## config.mk

```make
export PLATFORM = sky130hd
export DESIGN_NAME = lasf_filter
export DESIGN_NICKNAME = d
export VERILOG_FILES = /design/src/lasf_filter.v
export VERILOG_INCLUDE_DIRS = /design/src
export SDC_FILE = /design/constraint.sdc
export NUM_CORES = 1
export LEC_CHECK = 0
export BUFFER_PORTS_ARGS = -buffer_cell sky130_fd_sc_hd__buf_2
export CAP_MARGIN = 20
export CORE_AREA = 2 2 204 206
export CTS_CLUSTER_DIAMETER = 120
export DETAILED_ROUTE_END_ITERATION = 10
export DIE_AREA = 0 0 206 208
export PLACE_DENSITY = 0.79
export SETUP_SLACK_MARGIN = 0.2
export SLEW_MARGIN = 20
export SYNTH_ARGS = -nofsm -noshare
export SYNTH_HDL_FRONTEND = slang
export SYNTH_SLANG_ARGS = --single-unit
```

## constraint.sdc

```tcl
create_clock -name clk_sys -period 14.55 [get_ports clk_sys]
set_clock_uncertainty 0.05 [all_clocks]
set_input_delay 0.7275 -clock clk_sys [delete_from_list [all_inputs] [get_ports clk_sys]]
set_output_delay 0.7275 -clock clk_sys [all_outputs]
set_load 0.05 [all_outputs]
```

## src/lasf_consts.vh

```
// constants for the luma adaptive sharpness filter
// Function
// - three filter modes: fixed-gain sharpness plus two edge-adaptive modes
// - sharpness mode when sharpness enable is 1 and adaptive enable is 0
// - sharpness mode applies signed gains -8..+7 from base gain register
// - adaptive filtering only when both enables are 1
// - adaptive path compares luma derivative with small, medium, large thresholds
// - adaptive path delays luma eight samples so decisions align with edges
// - mode select 0: low-pass adaptive only, band-pass gain fixed
// - mode select 1: cascade both filters, both nibble gains apply
// - derivative above small but below medium selects low-band gain register
// - derivative above medium but below large selects mid-band gain register
// - derivative above large selects high-band gain register
// - low nibble of adaptive gains ignored unless cascaded mode selected
// - below small threshold uses base gain; exactly one gain source active
// - gain registers preloadable, take effect automatically when condition met
// - medium threshold has precedence over small threshold
// - large threshold has precedence over small and medium thresholds
// - thresholds accept any 8-bit value 0..255
// - gain register bits 3-0 band-pass gain, bits 7-4 low-pass gain
// - sharpness mode cascades band-pass and low-pass filters
`ifndef LASF_CONSTS_VH
`define LASF_CONSTS_VH

`define LASF_ADDR_BASE_GAIN     6'h10
`define LASF_ADDR_GAIN_LOW      6'h22
`define LASF_ADDR_GAIN_MID      6'h23
`define LASF_ADDR_GAIN_HIGH     6'h24
`define LASF_ADDR_THR_SMALL     6'h25
`define LASF_ADDR_THR_MEDIUM    6'h26
`define LASF_ADDR_THR_LARGE     6'h27
`define LASF_ADDR_STATUS        6'h28

`define LASF_RST_GAIN           8'h00
`define LASF_RST_THR_SMALL      8'h10
`define LASF_RST_THR_MEDIUM     8'h40
`define LASF_RST_THR_LARGE      8'h80

`define LASF_GAIN_BP_LSB        0
`define LASF_GAIN_BP_MSB        3
`define LASF_GAIN_LP_LSB        4
`define LASF_GAIN_LP_MSB        7
`define LASF_FIXED_BP_GAIN      4'h0

`define LASF_LUMA_W             10
`define LASF_FIFO_DEPTH         16
`define LASF_FIFO_AW            4
`define LASF_WIN_TAPS           11
`define LASF_CENTER_TAP         8
`define LASF_EDGE_SPAN          8
`define LASF_FILL_FULL          4'hb
`define LASF_GAIN_SHIFT         4

`define LASF_SRC_BASE           2'h0
`define LASF_SRC_LOW            2'h1
`define LASF_SRC_MID            2'h2
`define LASF_SRC_HIGH           2'h3

`define LASF_MODE_BYPASS        2'h0
`define LASF_MODE_SHARP         2'h1
`define LASF_MODE_ADAPT_LP      2'h2
`define LASF_MODE_ADAPT_CASC    2'h3

`endif

```

## src/lasf_filter.v

```verilog
// luma sharpness / edge-adaptive filter with input fifo
`timescale 1ns/100ps
`include "lasf_consts.vh"

module lasf_fifo #(
    parameter WIDTH = 10,
    parameter DEPTH = 16,
    parameter AW    = 4
) (
    input  wire             clk_sys,   // system clock
    input  wire             rst_n,     // async reset, active low
    input  wire [WIDTH-1:0] inData,    // write data
    input  wire             inValid,   // write request
    output wire             inReady,   // not full
    output wire [WIDTH-1:0] outData,   // head word
    output wire             outValid,  // not empty
    input  wire             outReady   // drain request
);
    reg  [WIDTH-1:0] mem [0:DEPTH-1];
    reg  [AW-1:0]    wrPtr_r;
    reg  [AW-1:0]    rdPtr_r;
    reg  [AW:0]      count_r;
    wire             doWr;
    wire             doRd;

    assign inReady  = (count_r != DEPTH[AW:0]);
    assign outValid = (count_r != {(AW+1){1'b0}});
    assign outData  = mem[rdPtr_r];
    assign doWr     = inValid && inReady;
    assign doRd     = outValid && outReady;

    always @(posedge clk_sys) begin
        if (doWr) begin
            mem[wrPtr_r] <= inData;
        end
    end

    always @(posedge clk_sys or negedge rst_n) begin
        if (!rst_n) begin
            wrPtr_r <= {AW{1'b0}};
            rdPtr_r <= {AW{1'b0}};
            count_r <= {(AW+1){1'b0}};
        end else begin
            if (doWr) begin
                wrPtr_r <= wrPtr_r + 1'b1;
            end
            if (doRd) begin
                rdPtr_r <= rdPtr_r + 1'b1;
            end
            if (doWr && !doRd) begin
                count_r <= count_r + 1'b1;
            end else if (doRd && !doWr) begin
                count_r <= count_r - 1'b1;
            end
        end
    end
endmodule // lasf_fifo

module lasf_filter (
    input  wire       clk_sys,          // 10 MHz system clock
    input  wire       rst_n,            // async reset, active low
    input  wire [9:0] lumaIn,           // incoming luma sample
    input  wire       lumaInValid,      // sample offered
    output wire       lumaInReady,      // fifo can take sample
    output reg  [9:0] lumaOut_r,        // filtered luma
    output reg        lumaOutValid_r,   // filtered sample held
    input  wire       lumaOutReady,     // downstream takes sample
    output reg  [1:0] gainSrc_r,        // gain source used for lumaOut_r
    output reg  [1:0] filterMode_r,     // mode used for lumaOut_r
    input  wire       sharpnessEnable,  // sharpness enable bit
    input  wire       adaptiveEnable,   // adaptive control enable bit
    input  wire       adaptiveModeSel,  // 0 low-pass only, 1 cascade
    input  wire [5:0] regAddr,          // register sub-address
    input  wire [7:0] regWrData,        // register write data
    input  wire       regWrEn,          // register write strobe
    output reg  [7:0] regRdData_r       // register read data
);
    reg  [7:0]  baseGain_r;
    reg  [7:0]  gainLow_r;
    reg  [7:0]  gainMid_r;
    reg  [7:0]  gainHigh_r;
    reg  [7:0]  thrSmall_r;
    reg  [7:0]  thrMedium_r;
    reg  [7:0]  thrLarge_r;
    reg  [9:0]  tap_r [0:`LASF_WIN_TAPS-1];
    reg  [1:0]  edgeCode_r [0:`LASF_EDGE_SPAN-1];
    reg  [3:0]  fill_r;
    wire [9:0]  fifoData;
    wire        fifoValid;
    wire        advance;
    wire        primed;
    wire [10:0] diffRaw;
    wire [9:0]  diffMag;
    wire [7:0]  deriv;
    reg  [1:0]  newCode;
    reg  [1:0]  maxCode;
    reg  [1:0]  mode;
    reg  [1:0]  src;
    reg  [7:0]  selGain;
    reg  [3:0]  gainBp;
    reg  [3:0]  gainLp;
    wire [11:0] lpSum;
    wire signed [11:0] bpTerm;
    wire signed [11:0] lpTerm;
    wire signed [15:0] gainBpWide;
    wire signed [15:0] gainLpWide;
    wire signed [15:0] bpWide;
    wire signed [15:0] lpWide;
    wire signed [15:0] prodBp;
    wire signed [15:0] prodLp;
    wire signed [16:0] prodSum;
    wire signed [16:0] prodShift;
    wire signed [17:0] acc;
    reg  [9:0]  result;
    integer     i;
    integer     e;

    lasf_fifo #(
        .WIDTH (`LASF_LUMA_W),
        .DEPTH (`LASF_FIFO_DEPTH),
        .AW    (`LASF_FIFO_AW)
    ) u_fifo (
        .clk_sys  (clk_sys),
        .rst_n    (rst_n),
        .inData   (lumaIn),
        .inValid  (lumaInValid),
        .inReady  (lumaInReady),
        .outData  (fifoData),
        .outValid (fifoValid),
        .outReady (advance)
    );

    // a stalled output register stalls the window and lets the fifo fill
    assign advance = fifoValid && (!lumaOutValid_r || lumaOutReady);
    assign primed  = (fill_r == `LASF_FILL_FULL);

    // edge size of the sample entering the window
    assign diffRaw = {1'b0, fifoData} - {1'b0, tap_r[0]};
    assign diffMag = diffRaw[10] ? (10'h000 - diffRaw[9:0]) : diffRaw[9:0];
    assign deriv   = diffMag[9:2];

    always @* begin
        // strict compares; large checked first, then medium, then small
        if (deriv > thrLarge_r) begin
            newCode = `LASF_SRC_HIGH;
        end else if (deriv > thrMedium_r) begin
            newCode = `LASF_SRC_MID;
        end else if (deriv > thrSmall_r) begin
            newCode = `LASF_SRC_LOW;
        end else begin
            newCode = `LASF_SRC_BASE;
        end
    end

    // strongest edge seen across the eight sample intervals ahead of the centre
    always @* begin
        maxCode = `LASF_SRC_BASE;
        for (e = 0; e < `LASF_EDGE_SPAN; e = e + 1) begin
            if (edgeCode_r[e] > maxCode) begin
                maxCode = edgeCode_r[e];
            end
        end
    end

    always @* begin
        if (!sharpnessEnable) begin
            mode = `LASF_MODE_BYPASS;
        end else if (!adaptiveEnable) begin
            mode = `LASF_MODE_SHARP;
        end else if (!adaptiveModeSel) begin
            mode = `LASF_MODE_ADAPT_LP;
        end else begin
            mode = `LASF_MODE_ADAPT_CASC;
        end
    end

    always @* begin
        src = `LASF_SRC_BASE;
        if (mode == `LASF_MODE_ADAPT_LP || mode == `LASF_MODE_ADAPT_CASC) begin
            src = maxCode;
        end
        case (src)
            `LASF_SRC_LOW:  selGain = gainLow_r;
            `LASF_SRC_MID:  selGain = gainMid_r;
            `LASF_SRC_HIGH: selGain = gainHigh_r;
            default:        selGain = baseGain_r;
        endcase
        gainLp = selGain[`LASF_GAIN_LP_MSB:`LASF_GAIN_LP_LSB];
        gainBp = selGain[`LASF_GAIN_BP_MSB:`LASF_GAIN_BP_LSB];
        case (mode)
            `LASF_MODE_BYPASS: begin
                gainLp = 4'h0;
                gainBp = 4'h0;
            end
            `LASF_MODE_ADAPT_LP: begin
                gainBp = `LASF_FIXED_BP_GAIN;
            end
            `LASF_MODE_SHARP: begin
                gainBp = selGain[`LASF_GAIN_BP_MSB:`LASF_GAIN_BP_LSB];
            end
            default: begin
                gainBp = selGain[`LASF_GAIN_BP_MSB:`LASF_GAIN_BP_LSB];
            end
        endcase
    end

    // band-pass and low-pass detail around the centre tap, summed as a cascade
    assign bpTerm  = $signed({1'b0, tap_r[8], 1'b0}) - $signed({2'b00, tap_r[6]})
                     - $signed({2'b00, tap_r[10]});
    assign lpSum   = {2'b00, tap_r[7]} + {1'b0, tap_r[8], 1'b0} + {2'b00, tap_r[9]};
    assign lpTerm  = $signed({2'b00, lpSum[11:2]}) - $signed({2'b00, tap_r[8]});
    // operands widened to the product width so no bit is cut or padded silently
    assign gainBpWide = {{12{gainBp[3]}}, gainBp};
    assign gainLpWide = {{12{gainLp[3]}}, gainLp};
    assign bpWide     = {{4{bpTerm[11]}}, bpTerm};
    assign lpWide     = {{4{lpTerm[11]}}, lpTerm};
    assign prodBp     = gainBpWide * bpWide;
    assign prodLp     = gainLpWide * lpWide;
    assign prodSum    = {prodBp[15], prodBp} + {prodLp[15], prodLp};
    assign prodShift  = prodSum >>> `LASF_GAIN_SHIFT;
    assign acc        = $signed({8'h00, tap_r[`LASF_CENTER_TAP]}) + $signed({prodShift[16], prodShift});

    always @* begin
        if (acc < 18'sd0) begin
            result = 10'h000;
        end else if (acc > 18'sd1023) begin
            result = 10'h3ff;
        end else begin
            result = acc[9:0];
        end
    end

    always @(posedge clk_sys or negedge rst_n) begin
        if (!rst_n) begin
            for (i = 0; i < `LASF_WIN_TAPS; i = i + 1) begin
                tap_r[i] <= 10'h000;
            end
            for (i = 0; i < `LASF_EDGE_SPAN; i = i + 1) begin
                edgeCode_r[i] <= 2'h0;
            end
            fill_r         <= 4'h0;
            lumaOut_r      <= 10'h000;
            lumaOutValid_r <= 1'b0;
            gainSrc_r      <= 2'h0;
            filterMode_r   <= 2'h0;
        end else begin
            if (advance) begin
                tap_r[0]      <= fifoData;
                edgeCode_r[0] <= newCode;
                for (i = 1; i < `LASF_WIN_TAPS; i = i + 1) begin
                    tap_r[i] <= tap_r[i-1];
                end
                for (i = 1; i < `LASF_EDGE_SPAN; i = i + 1) begin
                    edgeCode_r[i] <= edgeCode_r[i-1];
                end
                if (!primed) begin
                    fill_r <= fill_r + 4'h1;
                end
            end
            if (advance && primed) begin
                lumaOut_r      <= result;
                lumaOutValid_r <= 1'b1;
                gainSrc_r      <= src;
                filterMode_r   <= mode;
            end else if (lumaOutReady) begin
                lumaOutValid_r <= 1'b0;
            end
        end
    end

    // register writes; all values 0..255 are accepted as written
    always @(posedge clk_sys or negedge rst_n) begin
        if (!rst_n) begin
            baseGain_r  <= `LASF_RST_GAIN;
            gainLow_r   <= `LASF_RST_GAIN;
            gainMid_r   <= `LASF_RST_GAIN;
            gainHigh_r  <= `LASF_RST_GAIN;
            thrSmall_r  <= `LASF_RST_THR_SMALL;
            thrMedium_r <= `LASF_RST_THR_MEDIUM;
            thrLarge_r  <= `LASF_RST_THR_LARGE;
        end else if (regWrEn) begin
            case (regAddr)
                `LASF_ADDR_BASE_GAIN: baseGain_r  <= regWrData;
                `LASF_ADDR_GAIN_LOW:  gainLow_r   <= regWrData;
                `LASF_ADDR_GAIN_MID:  gainMid_r   <= regWrData;
                `LASF_ADDR_GAIN_HIGH: gainHigh_r  <= regWrData;
                `LASF_ADDR_THR_SMALL: thrSmall_r  <= regWrData;
                `LASF_ADDR_THR_MEDIUM: thrMedium_r <= regWrData;
                `LASF_ADDR_THR_LARGE: thrLarge_r  <= regWrData;
                default: ;
            endcase
        end
    end

    always @(posedge clk_sys or negedge rst_n) begin
        if (!rst_n) begin
            regRdData_r <= 8'h00;
        end else begin
            case (regAddr)
                `LASF_ADDR_BASE_GAIN:  regRdData_r <= baseGain_r;
                `LASF_ADDR_GAIN_LOW:   regRdData_r <= gainLow_r;
                `LASF_ADDR_GAIN_MID:   regRdData_r <= gainMid_r;
                `LASF_ADDR_GAIN_HIGH:  regRdData_r <= gainHigh_r;
                `LASF_ADDR_THR_SMALL:  regRdData_r <= thrSmall_r;
                `LASF_ADDR_THR_MEDIUM: regRdData_r <= thrMedium_r;
                `LASF_ADDR_THR_LARGE:  regRdData_r <= thrLarge_r;
                `LASF_ADDR_STATUS:     regRdData_r <= {4'h0, filterMode_r, gainSrc_r};
                default:               regRdData_r <= 8'h00;
            endcase
        end
    end
endmodule // lasf_filter

```

After elaboration in Yosys (flattened, before gate mapping)
Memories as Yosys holds them, arrays and structs flattened.
Cells that the tools add are included.
Word-level totals
  memories kept: 1
  output and inout bits: 24
  input port bits: 32
  bits in writable memories: 160
  bits in registers: 222
Cells by class
  mux-type cells: 28
  multiply operators: 2
  equality and inequality tests: 15
  $lt $le $gt $ge: 13
  reductions and logical operators: 24
  bitwise logic cells: 1
  add/sub/neg operators: 14
Memory list
  u_fifo.mem: words 16, width 10, rd ports 1, clocked after memory_dff 0, write ports 1, RTL line lasf_filter.v:19  | reg [WIDTH-1:0] mem [0:DEPTH-1];
Operators by type and width (count)
  one-hot mux 8 bit (8 select lines): 1
  == test 6 bit (second input constant): 7
  2-to-1 mux 10 bit: 3
  2-to-1 mux 2 bit: 13
  greater-than comparator 8 bit: 3
  one-hot mux 8 bit (3 select lines): 1
  subtractor 10 x 10 -> 11 bit: 2
  adder 16 x 15 -> 17 bit: 1
  multiplier 4 x 12 -> 16 bit: 1
  AND reduction 2 bit: 8
  multiplier 4 x 11 -> 15 bit: 1
  adder 11 x 13 -> 14 bit: 1
  greater-than comparator 14 x 11 -> 1 bit (second input constant): 1
  greater-than comparator 2 bit: 7
  < comparator 14 x 1 -> 1 bit (second input constant): 1
  adder 10 x 11 -> 12 bit: 1
  adder 12 x 10 -> 12 bit: 1
  adder 4 x 1 -> 4 bit (second input constant): 3
  subtractor 11 x 10 -> 12 bit: 1
  subtractor 12 x 11 -> 12 bit: 1
  2-to-1 mux 5 bit: 2
  subtractor 1 x 10 -> 10 bit (first input constant): 1
  == test 2 bit (second input constant): 4
  2-to-1 mux 4 bit: 2
  16 further kinds: 30

Logic depth before layout (Yosys ltp)
Gate-level depths: netlist of run 1.
  depth in word-level cells: 26
  mapped depth: 68

Modules after synthesis
Synthesis of run 1 repeated with hierarchy kept, for this count alone.
Second synthesis, totals
  cell total of the unflattened synthesis: 1996
  area total of the unflattened synthesis: 22350.2 um2
By module, submodules not included
  lasf_filter: sequential area each 5233.8 um2, instances 1, area an instance 15413.5 um2, cells each 1623
  lasf_fifo: sequential area each 5129.9 um2, instances 1, area an instance 6936.7 um2, cells each 373

Worst setup path before layout of run 1
Ideal clock, no wire load.
  path type: reg-to-reg
  start: reg edgeCode_r[13] (netlist name)
  end: reg lumaOut_r[0]
  stages on the path, launching flop included: 66
  path slack: 1.971 ns
  data arrival time: 12.385 ns
  required time: 14.356 ns
  cell sequence: dfrtp_1 -> inv_1 -> ha_1 -> nand2b_1 -> a21oi_1 -> nor2_1 -> ha_1 -> nand2b_1 -> o21a_1 -> o31ai_4 -> ha_1 -> nand2b_1 -> and2_1 -> a21oi_1 -> ha_1 -> inv_1 -> o22ai_1 -> mux2_2 -> [... 30 more ...] -> o21bai_1 -> a21oi_1 -> o31ai_1 -> a21o_1 -> a21oi_1 -> o21bai_1 -> a21oi_1 -> xnor2_1 -> ha_1 -> a21oi_1 -> o21ai_0 -> a21o_1 -> a21o_1 -> a21o_1 -> nor2_1 -> mux2i_1 -> a22oi_4 -> o221ai_1
On the way
  longest elaborated chain between the ends: 24
  elaborated cells on any way between the ends: 29
Ends and longest elaborated chain
  from (decl): RTL line lasf_filter.v:86  | reg [1:0] edgeCode_r [0:`LASF_EDGE_SPAN-1];
  from (signal, indexed assignment): RTL line lasf_filter.v:254  | edgeCode_r[i] <= edgeCode_r[i-1];
  greater-than comparator 2 bit: RTL line lasf_filter.v:159  | if (edgeCode_r[e] > maxCode) begin
  2-to-1 mux 2 bit (*): RTL line lasf_filter.v:159
  greater-than comparator 2 bit: RTL line lasf_filter.v:159
  2-to-1 mux 2 bit (*): RTL line lasf_filter.v:159
  greater-than comparator 2 bit: RTL line lasf_filter.v:159
  2-to-1 mux 2 bit (*): RTL line lasf_filter.v:159
  greater-than comparator 2 bit: RTL line lasf_filter.v:159
  2-to-1 mux 2 bit (*): RTL line lasf_filter.v:159
  [... 8 more ...]
  one-hot mux 8 bit (3 select lines) (*): RTL line lasf_filter.v:182  | case (src)
  2-to-1 mux 4 bit: RTL line lasf_filter.v:190  | case (mode)
  multiplier 4 x 12 -> 16 bit or multiplier 4 x 11 -> 15 bit (tied branches): RTL line lasf_filter.v:217, lasf_filter.v:218
  adder 16 x 15 -> 17 bit (*): RTL line lasf_filter.v:219  | assign prodSum = {prodBp[15], prodBp} + {prodLp[15], prodLp};
  adder 11 x 13 -> 14 bit (*): RTL line lasf_filter.v:221  | assign acc = $signed({8'h00, tap_r[`LASF_CENTER_TAP]}) + $signed({prodShift[16], prodShift});
  greater-than comparator 14 x 11 -> 1 bit: RTL line lasf_filter.v:226  | end else if (acc > 18'sd1023) begin
  2-to-1 mux 10 bit: RTL line lasf_filter.v:226
  2-to-1 mux 10 bit (*): RTL line lasf_filter.v:224  | if (acc < 18'sd0) begin
  to (signal assigned): RTL line lasf_filter.v:261  | lumaOut_r <= result;
  to (decl): RTL line lasf_filter.v:65  | output reg [9:0] lumaOut_r,
Every way passes the cells marked *; elsewhere a longest branch is shown, timed or not.
A chain may end at the register's enable or synchronous reset.

Worst setup path after layout of run 1
  start: reg edgeCode_r[13] (netlist name)
  end: reg lumaOut_r[1]
Same word-level chain as after synthesis.

==> metrics.md, run 1 <==
| Metric | Value |
|---|---|
| Finish-stage setup viols | 0 |
| Fin Setup TNS | 0 ns |
| Post-CTS Hold Buffers | 0 |
| Slowest-stage cell, CP | fa_1 |
| Hold slack | 0.0845 ns |
| CTS buffer count | 40 |
| Crit-path max cell delay | 0.55 ns |
| Hold Vio Cnt, Final | 0 |
| Final std cells w/o fill | 2548 |
| Post-synth ARST share | 58.1% |
| P&R area growth vs syn | 10.2% |
| Routed WL per cell | 18.2 um |
| CTS tree | done |
| Clk sink count | 382 |
| Initial antenna violation count | 0 |
| DP HPWL | 33.5 mm |
| Largest net degree at the start of global routing | 83 |
| Mapped Nets | 2218 |
| Max-slew violation count | 0 |
| Synth Register Bits | 382 |
| R2r setup slk | 0.90 ns |
| Die Y | 208 um |
| Min Tclk post-route | 13.65 ns |
| Ant. Diodes | 0 |
| Post-synth top flop | dfrtp_1 |
| Final nets | 2260 |
| Post-synth EDFFs | 160 |
| Gate Count Post-Synth | 1943 |
| Crit Path Max Fanout | 11 |
| # port buffers | 55 |
| Max Clock Freq | 0.0732 GHz |
| Sequential fraction of the synthesis area | 46.9% |
| RD Place Congestion | 0.906 |
| Slew @ Worst Pin | 1.08 ns |
| Total wire length | 46.4 mm |
| Required @ worst endpoint | 14.87 ns |
| Synthesized area per cell | 11.4 um2 |
| Core area | 40600 um2 |
| DRT iter0 DRCs | 1045 |
| Clk_lat worst skew | 0.58 ns |
| Final design utilization | 60.1% |
| Slew Limit Headroom | 27.6% |
| Count of unique library cells instantiated by Yosys | 62 |
| Clock Tree Buf Depth | 3 |
| Yosys top cell area share | 24.8% |
| Floorplan row count | 74 |
| Io pins | 56 |
| Initial Util | 54.5% |
| Vias in the first global route | 14970 |
| Startpoint Class | flip-flop |
| Antenna-violating nets left | 0 |
| Final period utilization | 93.8% |
| Root Driver | clkbuf_16 |
| Clock slew at reported path FFs | 0.06 ns |
| Total number of vias | 14341 |
| Crit path DAT | 13.98 ns |
| Drt pass-1 iters | 5 |
| Hold WC Path Type | in2async |
| Gr usage total | 22.4% |
| First-pass GRT wire length | 76.2 mm |
| Area contributors post-synth | dfrtp_1 (25%), edfxtp_1 (22%), fa_1 (9.1%) |
| Total grt overflow | 0 |
| Die footprint | 42800 um2 |
| Crit path kind | reg2reg |
| Status | finished, final reports clean |
| Max_cap viols | 0 |
| Synth Cell Area | 22100 um2 |
| Ys Warns | 0 |
| Drc violations | 0 |
| CTS H-tree depth | 2 |
| Worst setup EP type | flip-flop |
| Chip width | 206 um |
| Share of cells above drive strength 1 | 14.4% |
| Placed cells | 2471 |
| Drt via density | 5.63 |
| Dominant cell type by area after synthesis | dfrtp_1 |
==> repair_timing <==
item / in CTS / in global routing
buffers inserted: 0 / 3
gates resized for setup: 0 / 17
endpoints found under the setup margin: 0 / 10
==> cell type report <==
cell class / instances / area [um2]
Fill cell: 3147 / 16200
Multi-Input combinational cell: 1276 / 10800
Sequential cell: 382 / 10400
Clock buffer: 57 / 1140
Inverter: 219 / 825
Tap cell: 532 / 666
Timing Repair Buffer: 66 / 368
Clock inverter: 16 / 216
==> cells in the final DEF, fill, tap and decap left out, types with 5 or more instances in the layout <==
master	count
nand4_1	6
o21ai_0	137
dfrtp_1	218
mux2i_1	10
nand2b_1	22
or2_2	13
inv_1	217
mux2_2	57
buf_4	11
o21bai_1	13
clkbuf_16	41
o21a_1	11
nor2_1	104
fa_1	100
xnor2_1	56
buf_2	54
nor3_1	6
a21o_1	40
a21boi_0	6
mux4_2	58
nand2_1	296
and3_1	10
and2_1	10
a22oi_1	12
xor2_1	22
clkbuf_8	5
nand3_1	14
clkbuf_1	9
clkinv_2	8
nor2b_1	10
ha_1	143
a21oi_1	54
edfxtp_1	160
==> cells by family (layout without fill, tap and decap cells) <==
| kind of cell | count (synthesis) | count (layout) | share of synthesized area, % |
|---|---|---|---|
| xor gates and xnor gates | 78 | 78 | 3.09 |
| adders and majority gates | 244 | 244 | 17.2 |
| muxes | 126 | 126 | 9.33 |
| and+or+nand+nor | 513 | 513 | 9.91 |
| DFF | 382 | 382 | 46.9 |
| AOI/OAI and AO/OA | 314 | 315 | 8.75 |
| buffers and inverters | 286 | 358 | 4.87 |
==> state kept, by name, indices dropped and copies added, names as in the netlist, 10 cells and up <==
signal      flops
edgeCode_r     16
tap_r         110
u_fifo.mem    160
lumaOut_r      10
==> final timing paths <==
path | startpoint | endpoint | cells after the start
max in group asynchronous | rst_n | tap_r[20] | 3
worst min register to register | tap_r[67] | tap_r[57] | 2
worst min-delay path | rst_n | lumaOut_r[4] | 1
min in group clk_sys | tap_r[67] | tap_r[57] | 2
worst max register to register | edgeCode_r[13] | lumaOut_r[1] | 63
worst max-delay path | edgeCode_r[13] | lumaOut_r[1] | 63
==> Yosys cell counts (14+ instances only) <==
| cell type | n |
|---|---|
| nand3_1 | 14 |
| xor2_1 | 22 |
| inv_1 | 217 |
| fa_1 | 100 |
| o21bai_1 | 14 |
| ha_1 | 143 |
| edfxtp_1 | 160 |
| mux2_2 | 57 |
| nor2_1 | 104 |
| nand2b_1 | 22 |
| nand2_1 | 300 |
| a21o_1 | 40 |
| mux4_2 | 58 |
| a21oi_1 | 56 |
| clkbuf_1 | 54 |
| dfrtp_1 | 219 |
| xnor2_1 | 56 |
| o21ai_0 | 137 |
==> worst max-delay path, delay by kind of cell, from the launching register on <==
| kind | cells | cell delay (ns) |
|---|---|---|
| and+or+nand+nor | 7 | 1.26 |
| muxes | 4 | 1.18 |
| DFF | 1 | 0.37 |
| adders and majority gates | 13 | 4.69 |
| xor gates and xnor gates | 1 | 0.17 |
| buffers and inverters | 9 | 0.48 |
| AOI/OAI and AO/OA | 29 | 5.30 |
==> metrics by stage <==
| stage | setup slack, ns | area [um2] |
|---|---|---|
| floorplan | 1.97 | 22100 |
| global placement | 1.20 | 22900 |
| detailed placement | 0.535 | 22900 |
| CTS | 0.432 | 24300 |
| global route | -0.0135 | 24400 |
| finish | 0.897 | 24400 |
==> routing by layer <==
| layer | vias up | global-route usage [%] | wire (um) |
|---|---|---|---|
| li1 | 6700 | - | - |
| met1 | 7161 | 29.6 | 19500 |
| met2 | 378 | 37.7 | 23100 |
| met3 | 102 | 3.63 | 2340 |
| met4 | 0 | 7.34 | 1470 |
| met5 | - | 0 | 0 |
Power of run 1 is not shown: default switching activity piles up to over one toggle a cycle in this logic, so the estimate is an artifact.
==> inputs of run 2 (changes only) <==
- clock period: 14.55 -> 17.6 ns (I/O delays scaled with it)
==> run 2 against run 1 <==
  * Final cell count down 0.12%
  * Count of clock-buffer cells in the layout decreased by 3
  * Non-clock buffer count down 3
  * Via count grew 0.45%
  * Critical path depth is 3 lower
  * Core utilization shrank 0.18 points
  * Global-route usage grew 0.50 points
  * Largest cell class unchanged
  * Highest routed layer unchanged
==> metrics.md, run 2 (synthesis gave the netlist of run 1 again) <==
| Metric | Value |
|---|---|
| Status | finished, final reports clean |
| Die Y | 208 um |
| Initial Util | 54.5% |
| Reg2Reg Depth | 60 |
| Root Driver | clkbuf_16 |
| Reg-to-reg endpoint | lumaOut_r[7] |
| Filler Cell Count | 3137 |
| Share of cells above drive strength 1 | 13.5% |
| Clock Tree Buf Depth | 3 |
| Largest net degree at the start of global routing | 83 |
| R2r setup slk | 3.36 ns |
| Max Clock Freq | 0.0702 GHz |
| Required @ worst endpoint | 17.92 ns |
| Slew @ Worst Pin | 1.15 ns |
| Chip width | 206 um |
| Commonest non-fill, non-tap cell in the layout | nand2_1 |
| Finish-stage setup viols | 0 |
| First-pass GRT wire length | 77.8 mm |
| Min Tclk post-route | 14.24 ns |
| Ant. Diodes | 0 |
| # port buffers | 55 |
| DP HPWL | 33.6 mm |
| CTS H-tree depth | 2 |
| RSZ-0062 raised after global routing | false |
| Drt pass-1 iters | 5 |
| P&R area growth vs syn | 9.84% |
| Regs by FF count | u_fifo.mem: 160 flops, tap_r: 110 flops, edgeCode_r: 16 flops |
| CTS tree | done |
| Fin Setup TNS | 0 ns |
| PostCTS Resize Cnt | 0 |
| Crit path kind | reg2reg |
| Floorplan row count | 74 |
| Total wire length | 46.6 mm |
| Hold WC Path Type | in2async |
| Crit-path max cell delay | 0.62 ns |
| Total number of vias | 14406 |
| Io pins | 56 |
| RD Place Congestion | 0.911 |
| DRT iter0 DRCs | 1156 |
| Gr usage total | 22.9% |
| Register with the most flip-flops | u_fifo.mem |
| Commonest cells after routing, fill and taps aside | nand2_1 (300), dfrtp_1 (218), inv_1 (217), edfxtp_1 (160), ha_1 (143) |
| Clk_lat worst skew | 0.59 ns |
| Die footprint | 42800 um2 |
| Vias in the first global route | 15218 |
| Buffer count from post-CTS setup fixing | 0 |
| CTS buffer count | 41 |
| Hold slack | 0.241 ns |
| Slew Limit Headroom | 23.4% |
| Core area | 40600 um2 |
| Worst setup EP type | flip-flop |
| FF-to-FF Start | edgeCode_r[13] |
| Max FFs per register | 160 |
| Routed WL per cell | 18.3 um |
| Clk sink count | 382 |
| Clock slew at reported path FFs | 0.06 ns |
| Worst setup path startpoint | edgeCode_r[13] |
| Antenna-violating nets left | 0 |
| Max-slew violation count | 0 |
| Crit path DAT | 14.56 ns |
| Max_cap viols | 0 |
| Drt via density | 5.66 |
| Startpoint Class | flip-flop |
| Final nets | 2257 |
| Hold Vio Cnt, Final | 0 |
| Total grt overflow | 0 |
| Initial antenna violation count | 0 |
| Post-CTS Hold Buffers | 0 |
| Final period utilization | 80.9% |
| Slowest-stage cell, CP | a2111oi_0 |
| Drc violations | 0 |
| Crit Path Max Fanout | 11 |
run 2: cell count changes in the layout (fill, tap and decap cells not counted), moves of 3 or more:
cell and delta:
buf_4 -3, nand2_2 -4, clkinv_1 +4, nand2_1 +4
run 2: stage by stage:
stage	setup slack, ns	utilization, %	std cells	area (um2)
6_report	3.36	59.9	2545	24300
5_1_grt	2.19	59.9	2545	24300
4_1_cts	3.42	59.9	2545	24300
3_5_place_dp	3.51	56.5	2471	22900
3_3_place_gp	4.24	56.5	2471	22900
2_1_floorplan	5.02	-	1943	22100
run 2: layout make-up:
type,instances,area (um2),share of cell area [%]
clock buffer,54,1110,4.59
clock inverter,20,272,1.12
inverter,219,825,3.39
multi-input combinational,1275,10700,44.1
sequential,382,10400,42.7
tap,532,666,2.74
timing repair buffer,63,345,1.42
run 2: critical path, delay by kind of cell, from the launching register on:
family                   cells  cell delay [ns]
AO/OA/AOI/OAI               26             5.50
XOR/XNOR                     1             0.32
adder cells (fa/ha/maj)     13             4.52
buffers and inverters        9             0.49
flip-flops                   1             0.37
multiplexers                 3             1.02
AND/OR/NAND/NOR              8             1.73
run 2: metal layers:
metal  vias to the layer above  GRT usage (%)  wire length (um)
li1                       6691              -                 -
met1                      7280           30.2             19800
met5                         -              0                 0
met2                       358           39.2             23600
met3                        77           3.26              2020
met4                         0           6.87              1230
run 2: how the worst max path moves through the flow:
stage                         endpoint
after detailed placement  lumaOut_r[7]
after floorplan           lumaOut_r[0]
after global placement    lumaOut_r[1]
after global routing      lumaOut_r[0]
final                     lumaOut_r[7]
after CTS                 lumaOut_r[0]
Power of run 2 is left out for the same reason.
